### src/hdl/eieu_map.svh
`ifndef EIEU_MAP_SVH
`define EIEU_MAP_SVH

// Register indices; byte address is four times the index
`define EIEU_IDX_FLAG 6'h04
`define EIEU_IDX_ENABLE 6'h05
`define EIEU_IDX_POLARITY 6'h0c
`define EIEU_IDX_STATUS 6'h0d
`define EIEU_IDX_MASK 6'h0e

// Index field of a byte address
`define EIEU_IDX_HI 7
`define EIEU_IDX_LO 2

`define EIEU_RST_FLAG 8'h00
`define EIEU_RST_ENABLE 8'h00
`define EIEU_RST_POLARITY 8'h00
`define EIEU_RST_STATUS 8'h00
`define EIEU_RST_MASK 8'h00

`define EIEU_RESP_OKAY 2'h0
`define EIEU_RESP_SLVERR 2'h2

`endif

### src/hdl/eieu_pkg.sv
package eieu_pkg;

   localparam int LINES = 8;

   typedef logic [LINES-1:0] eieu_line_t;
   typedef logic [1:0] eieu_resp_t;
   typedef logic [7:0] eieu_addr_t;
   typedef logic [31:0] eieu_data_t;
   typedef logic [3:0] eieu_strb_t;

endpackage : eieu_pkg

### src/hdl/eieu_top.sv
// Contract
// RULE_01 - Lines 2 to 7 flag a falling pin edge when their polarity bit is 1, a rising one when 0.
// RULE_02 - A request goes to the core whenever a flag and its matching enable are both 1.
// RULE_03 - A flag stays 1 until software writes 0 or reset; later edges never clear or toggle it.
// RULE_04 - The service routine must clear the flag before returning, or the request persists.
// RULE_05 - Enable bit n lets line n request when 1 and blocks it when 0.
// RULE_06 - Every reset forces the enable register to zero so all lines start disabled.
// RULE_07 - Lines 0 and 1 detect edges and set flags exactly like lines 2 to 7.
// RULE_08 - Every reset clears the flag register; flag bit n belongs to line n.
// RULE_09 - The request is the OR of flag AND enable over all lines; pins are synchronised first.
//
// Our own choice: the AXI4-Lite register port.
`include "eieu_map.svh"
`timescale 1ns/1ps
`default_nettype none

module eieu_top
(
   input wire logic core_clk,
   input wire logic rstn,
   input wire eieu_pkg::eieu_line_t ext_int_pin,
   output logic ext_irq_req,
   output logic irq,
   input wire logic s_axi_awvalid,
   output logic s_axi_awready,
   input wire eieu_pkg::eieu_addr_t s_axi_awaddr,
   input wire logic s_axi_wvalid,
   output logic s_axi_wready,
   input wire eieu_pkg::eieu_data_t s_axi_wdata,
   input wire eieu_pkg::eieu_strb_t s_axi_wstrb,
   output logic s_axi_bvalid,
   input wire logic s_axi_bready,
   output eieu_pkg::eieu_resp_t s_axi_bresp,
   input wire logic s_axi_arvalid,
   output logic s_axi_arready,
   input wire eieu_pkg::eieu_addr_t s_axi_araddr,
   output logic s_axi_rvalid,
   input wire logic s_axi_rready,
   output eieu_pkg::eieu_data_t s_axi_rdata,
   output eieu_pkg::eieu_resp_t s_axi_rresp
);
   import eieu_pkg::*;

   eieu_line_t sync1_reg, sync2_reg, prev_reg;
   eieu_line_t flag_reg, flag_next, enable_reg, enable_next, polarity_reg;
   eieu_line_t status_reg, status_next, mask_reg, edge_hit;

   logic aw_full_reg, aw_full_next, w_full_reg, w_full_next;
   logic awready_reg, wready_reg, bvalid_reg, bvalid_next;
   logic arready_reg, rvalid_reg, rvalid_next;
   eieu_addr_t aw_addr_reg;
   eieu_data_t wdata_reg, rdata_reg;
   logic wlane0_reg;
   eieu_resp_t bresp_reg, rresp_reg;
   logic req_reg, irq_reg;

   // Pin synchroniser; only sync2 and later stages feed logic
   always_ff @(posedge core_clk)
   begin
      sync1_reg <= ext_int_pin; // RULE_09
      sync2_reg <= sync1_reg;
      prev_reg <= sync2_reg;
   end

   genvar g;
   generate
      for (g = 0; g < LINES; g++)
      begin : g_edge
         // Polarity 1 picks the falling edge, 0 the rising edge
         assign edge_hit[g] = polarity_reg[g] ? (prev_reg[g] & ~sync2_reg[g])
                                              : (~prev_reg[g] & sync2_reg[g]); // RULE_01 RULE_07
      end
   endgenerate

   // Write channel
   wire do_write = aw_full_reg & w_full_reg & ~bvalid_reg;
   wire aw_take = s_axi_awvalid & awready_reg;
   wire w_take = s_axi_wvalid & wready_reg;
   wire [5:0] wr_idx = aw_addr_reg[`EIEU_IDX_HI:`EIEU_IDX_LO];
   wire wr_flag = do_write & wlane0_reg & (wr_idx == `EIEU_IDX_FLAG);
   wire wr_enable = do_write & wlane0_reg & (wr_idx == `EIEU_IDX_ENABLE);
   wire wr_polarity = do_write & wlane0_reg & (wr_idx == `EIEU_IDX_POLARITY);
   wire wr_mask = do_write & wlane0_reg & (wr_idx == `EIEU_IDX_MASK);
   wire wr_mapped = (wr_idx == `EIEU_IDX_FLAG) | (wr_idx == `EIEU_IDX_ENABLE)
                  | (wr_idx == `EIEU_IDX_POLARITY) | (wr_idx == `EIEU_IDX_STATUS)
                  | (wr_idx == `EIEU_IDX_MASK);

   assign aw_full_next = aw_full_reg ? ~do_write : aw_take;
   assign w_full_next = w_full_reg ? ~do_write : w_take;
   assign bvalid_next = bvalid_reg ? ~s_axi_bready : do_write;

   // Read channel
   wire ar_take = s_axi_arvalid & arready_reg;
   wire [5:0] rd_idx = s_axi_araddr[`EIEU_IDX_HI:`EIEU_IDX_LO];
   wire rd_flag = rd_idx == `EIEU_IDX_FLAG;
   wire rd_enable = rd_idx == `EIEU_IDX_ENABLE;
   wire rd_polarity = rd_idx == `EIEU_IDX_POLARITY;
   wire rd_status = rd_idx == `EIEU_IDX_STATUS;
   wire rd_mask = rd_idx == `EIEU_IDX_MASK;
   wire rd_mapped = rd_flag | rd_enable | rd_polarity | rd_status | rd_mask;
   wire [7:0] rd_byte = ({8{rd_flag}} & flag_reg) | ({8{rd_enable}} & enable_reg)
                      | ({8{rd_polarity}} & polarity_reg) | ({8{rd_status}} & status_reg)
                      | ({8{rd_mask}} & mask_reg);
   assign rvalid_next = rvalid_reg ? ~s_axi_rready : ar_take;

   // A new edge in the cycle of a clearing write still leaves the flag set
   assign flag_next = (wr_flag ? wdata_reg[LINES-1:0] : flag_reg) | edge_hit; // RULE_03
   assign enable_next = wr_enable ? wdata_reg[LINES-1:0] : enable_reg; // RULE_05
   // Status read-clear loses to a same-cycle edge
   assign status_next = ((ar_take & rd_status) ? '0 : status_reg) | edge_hit;

   always_ff @(posedge core_clk)
   begin
      if (!rstn)
      begin
         flag_reg <= `EIEU_RST_FLAG; // RULE_08
         enable_reg <= `EIEU_RST_ENABLE; // RULE_06
         polarity_reg <= `EIEU_RST_POLARITY;
         status_reg <= `EIEU_RST_STATUS;
         mask_reg <= `EIEU_RST_MASK;
         req_reg <= 1'b0;
         irq_reg <= 1'b0;
      end
      else
      begin
         flag_reg <= flag_next;
         enable_reg <= enable_next;
         if (wr_polarity)
            polarity_reg <= wdata_reg[LINES-1:0];
         status_reg <= status_next;
         if (wr_mask)
            mask_reg <= wdata_reg[LINES-1:0];
         // Built from next values so the request matches the registers cycle for cycle
         req_reg <= |(flag_next & enable_next); // RULE_02 RULE_09
         irq_reg <= |(status_next & (wr_mask ? wdata_reg[LINES-1:0] : mask_reg));
      end
   end

   always_ff @(posedge core_clk)
   begin
      if (!rstn)
      begin
         aw_full_reg <= 1'b0;
         w_full_reg <= 1'b0;
         awready_reg <= 1'b0;
         wready_reg <= 1'b0;
         bvalid_reg <= 1'b0;
         bresp_reg <= `EIEU_RESP_OKAY;
         arready_reg <= 1'b0;
         rvalid_reg <= 1'b0;
         rresp_reg <= `EIEU_RESP_OKAY;
         rdata_reg <= '0;
         aw_addr_reg <= '0;
         wdata_reg <= '0;
         wlane0_reg <= 1'b0;
      end
      else
      begin
         aw_full_reg <= aw_full_next;
         w_full_reg <= w_full_next;
         bvalid_reg <= bvalid_next;
         rvalid_reg <= rvalid_next;
         // One write and one read in flight; ready drops while a slot is held
         awready_reg <= ~aw_full_next & ~bvalid_next;
         wready_reg <= ~w_full_next & ~bvalid_next;
         arready_reg <= ~rvalid_next;
         if (aw_take)
            aw_addr_reg <= s_axi_awaddr;
         if (w_take)
         begin
            wdata_reg <= s_axi_wdata;
            wlane0_reg <= s_axi_wstrb[0];
         end
         if (do_write)
            bresp_reg <= wr_mapped ? `EIEU_RESP_OKAY : `EIEU_RESP_SLVERR;
         if (ar_take)
         begin
            rdata_reg <= {24'h000000, rd_byte};
            rresp_reg <= rd_mapped ? `EIEU_RESP_OKAY : `EIEU_RESP_SLVERR;
         end
      end
   end

   assign ext_irq_req = req_reg;
   assign irq = irq_reg;
   assign s_axi_awready = awready_reg;
   assign s_axi_wready = wready_reg;
   assign s_axi_bvalid = bvalid_reg;
   assign s_axi_bresp = bresp_reg;
   assign s_axi_arready = arready_reg;
   assign s_axi_rvalid = rvalid_reg;
   assign s_axi_rdata = rdata_reg;
   assign s_axi_rresp = rresp_reg;

   generate
      for (g = 0; g < LINES; g++)
      begin : g_chk

      end
   endgenerate
endmodule : eieu_top

`default_nettype wire

### config.mk
export PLATFORM = sky130hd
export DESIGN_NAME = eieu_top
export DESIGN_NICKNAME = d
export VERILOG_FILES = /design/src/hdl/eieu_pkg.sv /design/src/hdl/eieu_top.sv
export VERILOG_INCLUDE_DIRS = /design/src /design/src/hdl
export SDC_FILE = /design/constraint.sdc
export NUM_CORES = 1
export LEC_CHECK = 0
export BUFFER_PORTS_ARGS = -buffer_cell sky130_fd_sc_hd__clkbuf_2
export CORE_UTILIZATION = 55
export DETAILED_ROUTE_END_ITERATION = 10
export PLACE_DENSITY = 0.84
export SETUP_SLACK_MARGIN = 0.2
export SKIP_LAST_GASP = 1
export SLEW_MARGIN = 15
export SYNTH_ARGS = -nofsm -noshare
export SYNTH_HDL_FRONTEND = slang
export SYNTH_SLANG_ARGS = --single-unit
### constraint.sdc
create_clock -name core_clk -period 6.2 [get_ports core_clk]
set_input_delay 0.31 -clock core_clk [delete_from_list [all_inputs] [get_ports core_clk]]
set_output_delay 0.31 -clock core_clk [all_outputs]
set_load 0.01 [all_outputs]
==> flow_summary.ini, run 1 <==
[synthesis]
synth_top_area_share_pct = 50.3
yosys_register_bits = 98
yosys.area_share.xor_xnor_pct = 0
synth.cell_area_mm2 = 0.00390
synth_compound_gate_area_share_pct = 11.9
synth.lib_cells_used.distinct = 39
multiplexer_share_of_the_synthesized_area_pct = 9.75
synthCells = 413
synth_area_per_cell_um2 = 9.44
combinational_family_with_the_most_area_after_synthesis = simple AND/OR/NAND/NOR gates
synth_area_leaders = sky130_fd_sc_hd__dfxtp_1 50%, sky130_fd_sc_hd__mux2i_1 7.4%, sky130_fd_sc_hd__nor2_1 5.3%, sky130_fd_sc_hd__buf_4 5.0%, sky130_fd_sc_hd__nand2_1 3.8%
synthesis.yosys.warnings = 0
synth_area_leader_cell = sky130_fd_sc_hd__dfxtp_1
arithmetic_cell_share_of_the_synthesized_area_counting_full_adders_half_adders_and_majority_gates_pct = 0
fraction_of_the_mapped_netlist_area_in_simple_logic_gates_pct = 20.5
ys_seq_area_share_pct = 50.3

[clock_tree]
cts.repair_timing.setup_buffer_count = 0
cts-root-buf = sky130_fd_sc_hd__clkbuf_8
hold_buf_count_cts = 0
clock_latency_ns = 0.35
cts_tree = done
cts.path.max_buffers = 2
path_clk_slew_ns = 0.09
clock_sinks = 98
htree_num_levels = 3
cts-buffers-inserted = 9
cts_resized = 0

[route]
drt-wirelength-per-cell_um = 14.9
ant_nets = 0
detailed_route_wl_um = 8250
via_count = 3019
drt-initial-drc-count = 302
dr.pass1.iters = 4
detail_route.drc_violations = 0
avgViaCountPerCell = 5.44

[min_path]
worst_hold_path.num_cells = 1
hold_startpoint = ext_int_pin[1]
min_delay_worst_endpoint = sync1_reg[1]
timing.hold.worst.class = primary input to register

[die]
coreArea_mm2 = 0.00683
floorplan.rows = 30
boundaryPins = 110
die_width_um = 86.2
floorplan.die.height_um = 86.2
floorplan.die_area_mm2 = 0.00743
start_util_pct = 57.1

[power_and_ir_drop]
power_report.internal_total_mw = 0.913
switching_portion_of_total_power_pct = 23.6
power-per-cell-area_mw_per_mm2 = 277
static-leakage-power_nw = 1.87
seq_power_share_pct = 56.6
power.switching_mw = 0.282
clkPwrFrac_pct = 35.6
power_frac_comb_pct = 7.8
ir_drop_mv = 0.174

[sta]
layout_setup_ws_ns = 3.61
fmax_mhz = 385
rsz0062_at_grt = no
timing.clock.skew_ns = 0.0111
max_slew.worst_pin.slew_ns = 1.07
maxSlewViolCount = 0
finalCritPeriodShare_pct = 41.9
setup_viol_count_final = 0
hold_violations = 0
tns_ns = 0
timing.slew.headroom_pct = 27.9
fin_crit_ns = 2.59

[critical_path]
worstPathRequired_ns = 6.43
r2r-start = aw_addr_reg[4]
critical-path-max-stage-delay_ns = 0.68
timing.setup.critical_path_class = register to register
worst-r2r-cell-count = 5
timing.critical_path.to_type = register
worst_path_dominant_cell_family = simple AND/OR/NAND/NOR gates
start_kind = register
critPathSlowestCell = sky130_fd_sc_hd__nand4_1
path_cells = nor3b_1, nand4_1, mux2i_1, o32ai_1, o41a_1
worst_ep_arrival_time_ns = 2.83
r2r_setup_slack_ns = 3.61
cp.depth = 5
timing.critical_path.buf_inv = 0
worst-path-max-fanout = 12
timing.rr.end = ext_irq_req

[global_routing]
grt_util_all_layers_pct = 23.6
grt_first_pass_wirelength_um = 13300
initial_antenna_violation_count = 0
total_gr_overflow = 0
first_global_vias = 2789
pin_count_of_the_biggest_net_entering_global_routing = 43

[final_layout]
area_delta_synth_final_pct = 10.5
final_net_count = 522
final_cells = 555
antenna_cells = 0
drive_gt1_share_pct = 18.5

[placed_design]
post-place-cells = 540
dp.final_hpwl_um = 5690
io_buffers = 52
place_congestion = 0.811
worst_slack_at_placement_ns = 3.48

[flow_run]
maxCapViolations = 0

[status]
status = finished, final reports clean
==> power groups by stage <==
stage / Sequential (mW) / Combinational (mW) / Clock (mW)
after CTS: 0.676 / 0.0933 / 0.433
after global placement: 0.689 / 0.0897 / 0
after global routing: 0.680 / 0.105 / 0.459
final: 0.676 / 0.0936 / 0.425
after floorplan: 0.687 / 0.0752 / 0
after detailed placement: 0.691 / 0.0927 / 0
==> final cells by class <==
| cell class | instances | area (um^2) |
|---|---|---|
| Inverter | 1 | 3.75 |
| Fill cell | 597 | 2520 |
| Sequential cell | 98 | 1960 |
| Multi-Input combinational cell | 292 | 1740 |
| Timing Repair Buffer | 53 | 268 |
| Clock buffer | 12 | 165 |
| Clock inverter | 3 | 47.5 |
| Tap cell | 96 | 120 |
==> per-layer routing <==
metal  vias up  global-route usage [%]  share of wire (%)
met5         -                       0                  0
met4         0                    10.9                2.4
met3        16                    4.86                5.8
met2       107                    39.7                 48
met1      1421                    29.2                 43
li1       1475                       -                  -
==> cell usage after synthesis <==
| master | n |
|---|---|
| sky130_fd_sc_hd__nand3_1 | 6 |
| sky130_fd_sc_hd__buf_4 | 26 |
| sky130_fd_sc_hd__o32ai_1 | 4 |
| sky130_fd_sc_hd__buf_1 | 2 |
| sky130_fd_sc_hd__buf_6 | 1 |
| sky130_fd_sc_hd__inv_1 | 1 |
| sky130_fd_sc_hd__nor3b_1 | 6 |
| sky130_fd_sc_hd__a221oi_1 | 7 |
| sky130_fd_sc_hd__a22oi_1 | 8 |
| sky130_fd_sc_hd__nor2_1 | 55 |
| sky130_fd_sc_hd__and3_1 | 2 |
| sky130_fd_sc_hd__or4b_1 | 1 |
| sky130_fd_sc_hd__o41a_1 | 2 |
| sky130_fd_sc_hd__a211oi_1 | 7 |
| sky130_fd_sc_hd__nor3_1 | 11 |
| sky130_fd_sc_hd__nand2b_1 | 7 |
| sky130_fd_sc_hd__clkbuf_1 | 15 |
| sky130_fd_sc_hd__a21oi_1 | 26 |
| sky130_fd_sc_hd__and2_1 | 3 |
| sky130_fd_sc_hd__nand3b_1 | 13 |
| sky130_fd_sc_hd__and3b_1 | 1 |
| sky130_fd_sc_hd__mux2_2 | 8 |
| sky130_fd_sc_hd__or3b_2 | 4 |
| sky130_fd_sc_hd__nor2b_1 | 3 |
| sky130_fd_sc_hd__or3_4 | 1 |
| sky130_fd_sc_hd__mux2i_1 | 29 |
| sky130_fd_sc_hd__o22ai_1 | 8 |
| sky130_fd_sc_hd__or2b_1 | 1 |
| sky130_fd_sc_hd__nand2_1 | 40 |
| sky130_fd_sc_hd__o21ai_0 | 3 |
| sky130_fd_sc_hd__dfxtp_1 | 98 |
| sky130_fd_sc_hd__buf_2 | 3 |
| sky130_fd_sc_hd__or3b_1 | 1 |
| sky130_fd_sc_hd__a21oi_2 | 3 |
| sky130_fd_sc_hd__nor4_4 | 1 |
| sky130_fd_sc_hd__a31oi_1 | 2 |
| sky130_fd_sc_hd__conb_1 | 1 |
| sky130_fd_sc_hd__or3_1 | 1 |
| sky130_fd_sc_hd__nand4_1 | 2 |
==> cell families (layout without fill, tap and decap cells) <==
logic type,Yosys count,count (layout)
other,1,26
AOI/OAI and AO/OA,70,70
and+or+nand+nor,159,159
buffers and inverters,48,69
muxes,37,37
DFF,98,98
==> layout by cell type, fill, tap and decap left out, types with 4 or more instances in the layout <==
cell type / instances
sky130_fd_sc_hd__a211oi_1: 7
sky130_fd_sc_hd__a21oi_1: 26
sky130_fd_sc_hd__a221oi_1: 7
sky130_fd_sc_hd__a22oi_1: 8
sky130_fd_sc_hd__clkbuf_2: 52
sky130_fd_sc_hd__clkbuf_8: 12
sky130_fd_sc_hd__conb_1: 26
sky130_fd_sc_hd__dfxtp_1: 98
sky130_fd_sc_hd__mux2_2: 8
sky130_fd_sc_hd__mux2i_1: 29
sky130_fd_sc_hd__nand2_1: 40
sky130_fd_sc_hd__nand2b_1: 7
sky130_fd_sc_hd__nand3_1: 6
sky130_fd_sc_hd__nand3b_1: 13
sky130_fd_sc_hd__nor2_1: 55
sky130_fd_sc_hd__nor3_1: 11
sky130_fd_sc_hd__nor3b_1: 6
sky130_fd_sc_hd__o22ai_1: 8
sky130_fd_sc_hd__o32ai_1: 4
sky130_fd_sc_hd__or3b_2: 4
==> worst register-to-register path: stages, from the launching register on <==
cell and delay [ns]:
sky130_fd_sc_hd__dfxtp_1 0.35, sky130_fd_sc_hd__nor3b_1 0.34, sky130_fd_sc_hd__nand4_1 0.68, sky130_fd_sc_hd__mux2i_1 0.49, sky130_fd_sc_hd__o32ai_1 0.16, sky130_fd_sc_hd__o41a_1 0.45
==> how the worst max path moves through the flow <==
stage,slack [ns],end,from
floorplan,3.95,irq,s_axi_araddr[3]
global placement,3.53,s_axi_rdata[3],s_axi_araddr[3]
detailed placement,3.48,s_axi_rdata[3],s_axi_araddr[3]
CTS,3.64,ext_irq_req,aw_addr_reg[4]
global route,3.51,ext_irq_req,aw_addr_reg[4]
finish,3.61,ext_irq_req,aw_addr_reg[4]
==> metrics by stage <==
step | instance area, um^2 | total power [mW] | util, % | hold WS (ns)
6_report | 4310 | 1.19 | 63.1 | 0.0512
2_1_floorplan | 3990 | 0.762 | - | 0.310
3_3_place_gp | 4100 | 0.779 | 60.0 | 0.311
4_1_cts | 4310 | 1.20 | 63.1 | 0.0369
5_1_grt | 4310 | 1.24 | 63.1 | 0.0296
3_5_place_dp | 4100 | 0.784 | 60.0 | 0.315
No activity file was read; power rests on OpenSTA's default activity.
==> run 2: changes to the inputs <==
--- a/config.mk
+++ b/config.mk
@@ -7,9 +7,9 @@
 export NUM_CORES = 1
 export LEC_CHECK = 0
 export BUFFER_PORTS_ARGS = -buffer_cell sky130_fd_sc_hd__clkbuf_2
-export CORE_UTILIZATION = 55
+export CORE_UTILIZATION = 47
 export DETAILED_ROUTE_END_ITERATION = 10
-export PLACE_DENSITY = 0.84
+export PLACE_DENSITY = 0.76
 export SETUP_SLACK_MARGIN = 0.2
 export SKIP_LAST_GASP = 1
 export SLEW_MARGIN = 15
==> constraint.sdc (replaced) <==
create_clock -name core_clk -period 2.1 [get_ports core_clk]
set_input_delay 0.105 -clock core_clk [delete_from_list [all_inputs] [get_ports core_clk]]
set_output_delay 0.105 -clock core_clk [all_outputs]
set_load 0.01 [all_outputs]
==> run 2 against run 1 <==
  * Die area grew 17%
  * Worst setup slack lost 3.5 ns
  * Clock skew grew 0.0024 ns
  * Critical path depth grew 1
  * Maximum frequency grew 28%
  * Hold slack lost 0.026 ns
  * Register-to-register slack lost 3.5 ns
  * Sequential power grew to 3.0 times the previous value
  * Non-clock buffer count grew 35
  * Wire length grew 13%
  * Clock power grew to 3.3 times the previous value
  * Largest cell class unchanged
  * Largest power group unchanged
==> flow_summary.ini, run 2 (synthesis results as in run 1) <==
[sta]
maxSlewViolCount = 0
tns_ns = 0
finalCritPeriodShare_pct = 96.3
timing.slew.headroom_pct = 60.4
timing.clock.skew_ns = 0.0134
fmax_mhz = 495
max_slew.worst_pin.slew_ns = 0.593
fin_crit_ns = 2.02
rsz0062_at_grt = yes
post_route_worst_hold_slack_ns = 0.0250
setup_viol_count_final = 0
hold_violations = 0

[placed_design]
post-place-cells = 554
placedInstanceArea_mm2 = 0.00420
place_congestion = 0.850
io_buffers = 52
dp.final_hpwl_um = 5870

[global_routing]
met3_usage_pct = 5.85
total_gr_overflow = 0
grt_first_pass_wirelength_um = 14100
pin_count_of_the_biggest_net_entering_global_routing = 62
first_global_vias = 2932
global_route.peak_usage_layer = met2
grt_util_all_layers_pct = 21.3
grt.met2_usage_pct = 33.9
initial_antenna_violation_count = 0
use_met1_pct = 27.2

[critical_path]
worstPathRequired_ns = 2.35
worst_ep_arrival_time_ns = 2.28
worst-path-max-fanout = 8
critPathSlowestCell = sky130_fd_sc_hd__or3b_4
timing.setup.critical_path_class = register to register
path_cells = or3b_4, nor4_4, buf_12, mux2i_2, o22ai_1, o41a_1
start_kind = register
critical-path-max-stage-delay_ns = 0.41
timing.critical_path.to_type = register

[die]
die_width_um = 93.1
boundaryPins = 110
start_util_pct = 49.4
floorplan.die_area_mm2 = 0.00867
floorplan.rows = 32
coreArea_mm2 = 0.00789
floorplan.die.height_um = 93.1

[power_and_ir_drop]
power_frac_comb_pct = 9.1
static-leakage-power_nw = 2.03
power-per-cell-area_mw_per_mm2 = 760
power.switching_mw = 0.878
ir_drop_mv = 0.376
switching_portion_of_total_power_pct = 23.5
seq_power_share_pct = 53.6
power_report.internal_total_mw = 2.86
clkPwrFrac_pct = 37.3

[clock_tree]
cts-root-buf = sky130_fd_sc_hd__clkbuf_8
htree_num_levels = 3
cts_tree = done
path_clk_slew_ns = 0.10
cts-buffers-inserted = 9
clock_latency_ns = 0.36
clock_sinks = 98
cts.path.max_buffers = 2

[final_layout]
drive_gt1_share_pct = 26.9
final_core_utilization_pct = 62.4
finish.instance_area_mm2 = 0.00492
final_net_count = 557
antenna_cells = 0
leading_cell_type_in_the_layout_fill_and_taps_excluded = sky130_fd_sc_hd__dfxtp_1
area_delta_synth_final_pct = 26.2
layout.cells.most_common_list = 92 x sky130_fd_sc_hd__dfxtp_1, 55 x sky130_fd_sc_hd__nor2_1, 52 x sky130_fd_sc_hd__clkbuf_2, 40 x sky130_fd_sc_hd__nand2_1, 26 x sky130_fd_sc_hd__conb_1
final_cells = 597
fillers = 632

[route]
detailed_route_wl_um = 9310
avgViaCountPerCell = 5.47
detail_route.drc_violations = 0
drt-initial-drc-count = 350
dr.pass1.iters = 5
drt-wirelength-per-cell_um = 15.6
via_count = 3263
ant_nets = 0

[status]
status = finished, final reports clean

[min_path]
timing.hold.worst.class = primary input to register

[flow_run]
maxCapViolations = 0
## run 2: metrics by stage
| stage | setup slack, ns | total power [mW] |
|---|---|---|
| after floorplan | 0.0653 | 2.25 |
| after global placement | 0.0466 | 2.31 |
| after detailed placement | 0.0241 | 2.32 |
| after CTS | 0.0839 | 3.73 |
| after global routing | 0.00504 | 3.89 |
| final | 0.0779 | 3.74 |
## run 2: per-layer routing
layer,vias to the layer above,part of all wire (%)
met5,-,0
met4,0,3.3
met3,27,6.6
met2,145,47
met1,1541,43
li1,1550,-
## run 2: layout make-up
type / count / area, um^2 / share of cell area (%)
sequential: 98 / 1970 / 40.0
multi-input combinational: 292 / 1960 / 39.8
timing repair buffer: 88 / 626 / 12.7
clock buffer: 12 / 165 / 3.36
tap: 102 / 128 / 2.59
clock inverter: 4 / 72.6 / 1.47
inverter: 1 / 3.75 / 0.0763
## run 2: what timing repair did
item | in CTS | in global routing
gates resized for setup | 10 | 37
pin swaps | 0 | 3
endpoints found under the setup margin | 2 | 6
endpoints found under the hold margin | 22 | 0
hold buffers | 22 | 0
setup buffers | 0 | 5
## run 2: final timing paths
check	from	endpoint	slack [ns]	depth (start not counted)
worst min-delay path	s_axi_rready	s_axi_arready	0.03	3
worst max register to register	aw_addr_reg[6]	irq	0.08	6
worst min register to register	sync1_reg[4]	sync2_reg[4]	0.33	0
worst max-delay path	aw_addr_reg[6]	irq	0.08	6
## run 2: power by group through the flow
stage	sequential, mW	combinational, mW	clock (mW)
2_1_floorplan	2.03	0.225	0
3_3_place_gp	2.03	0.276	0
3_5_place_dp	2.04	0.285	0
4_1_cts	2.00	0.318	1.41
5_1_grt	2.02	0.373	1.50
6_report	2.01	0.340	1.39
## run 2: critical path: cells and delay by family, from the launching register on
family | cells | cell delay [ns]
and+or+nand+nor | 2 | 0.60
AOI/OAI and AO/OA | 2 | 0.50
DFF | 1 | 0.34
muxes | 1 | 0.26
buffers and inverters | 1 | 0.20
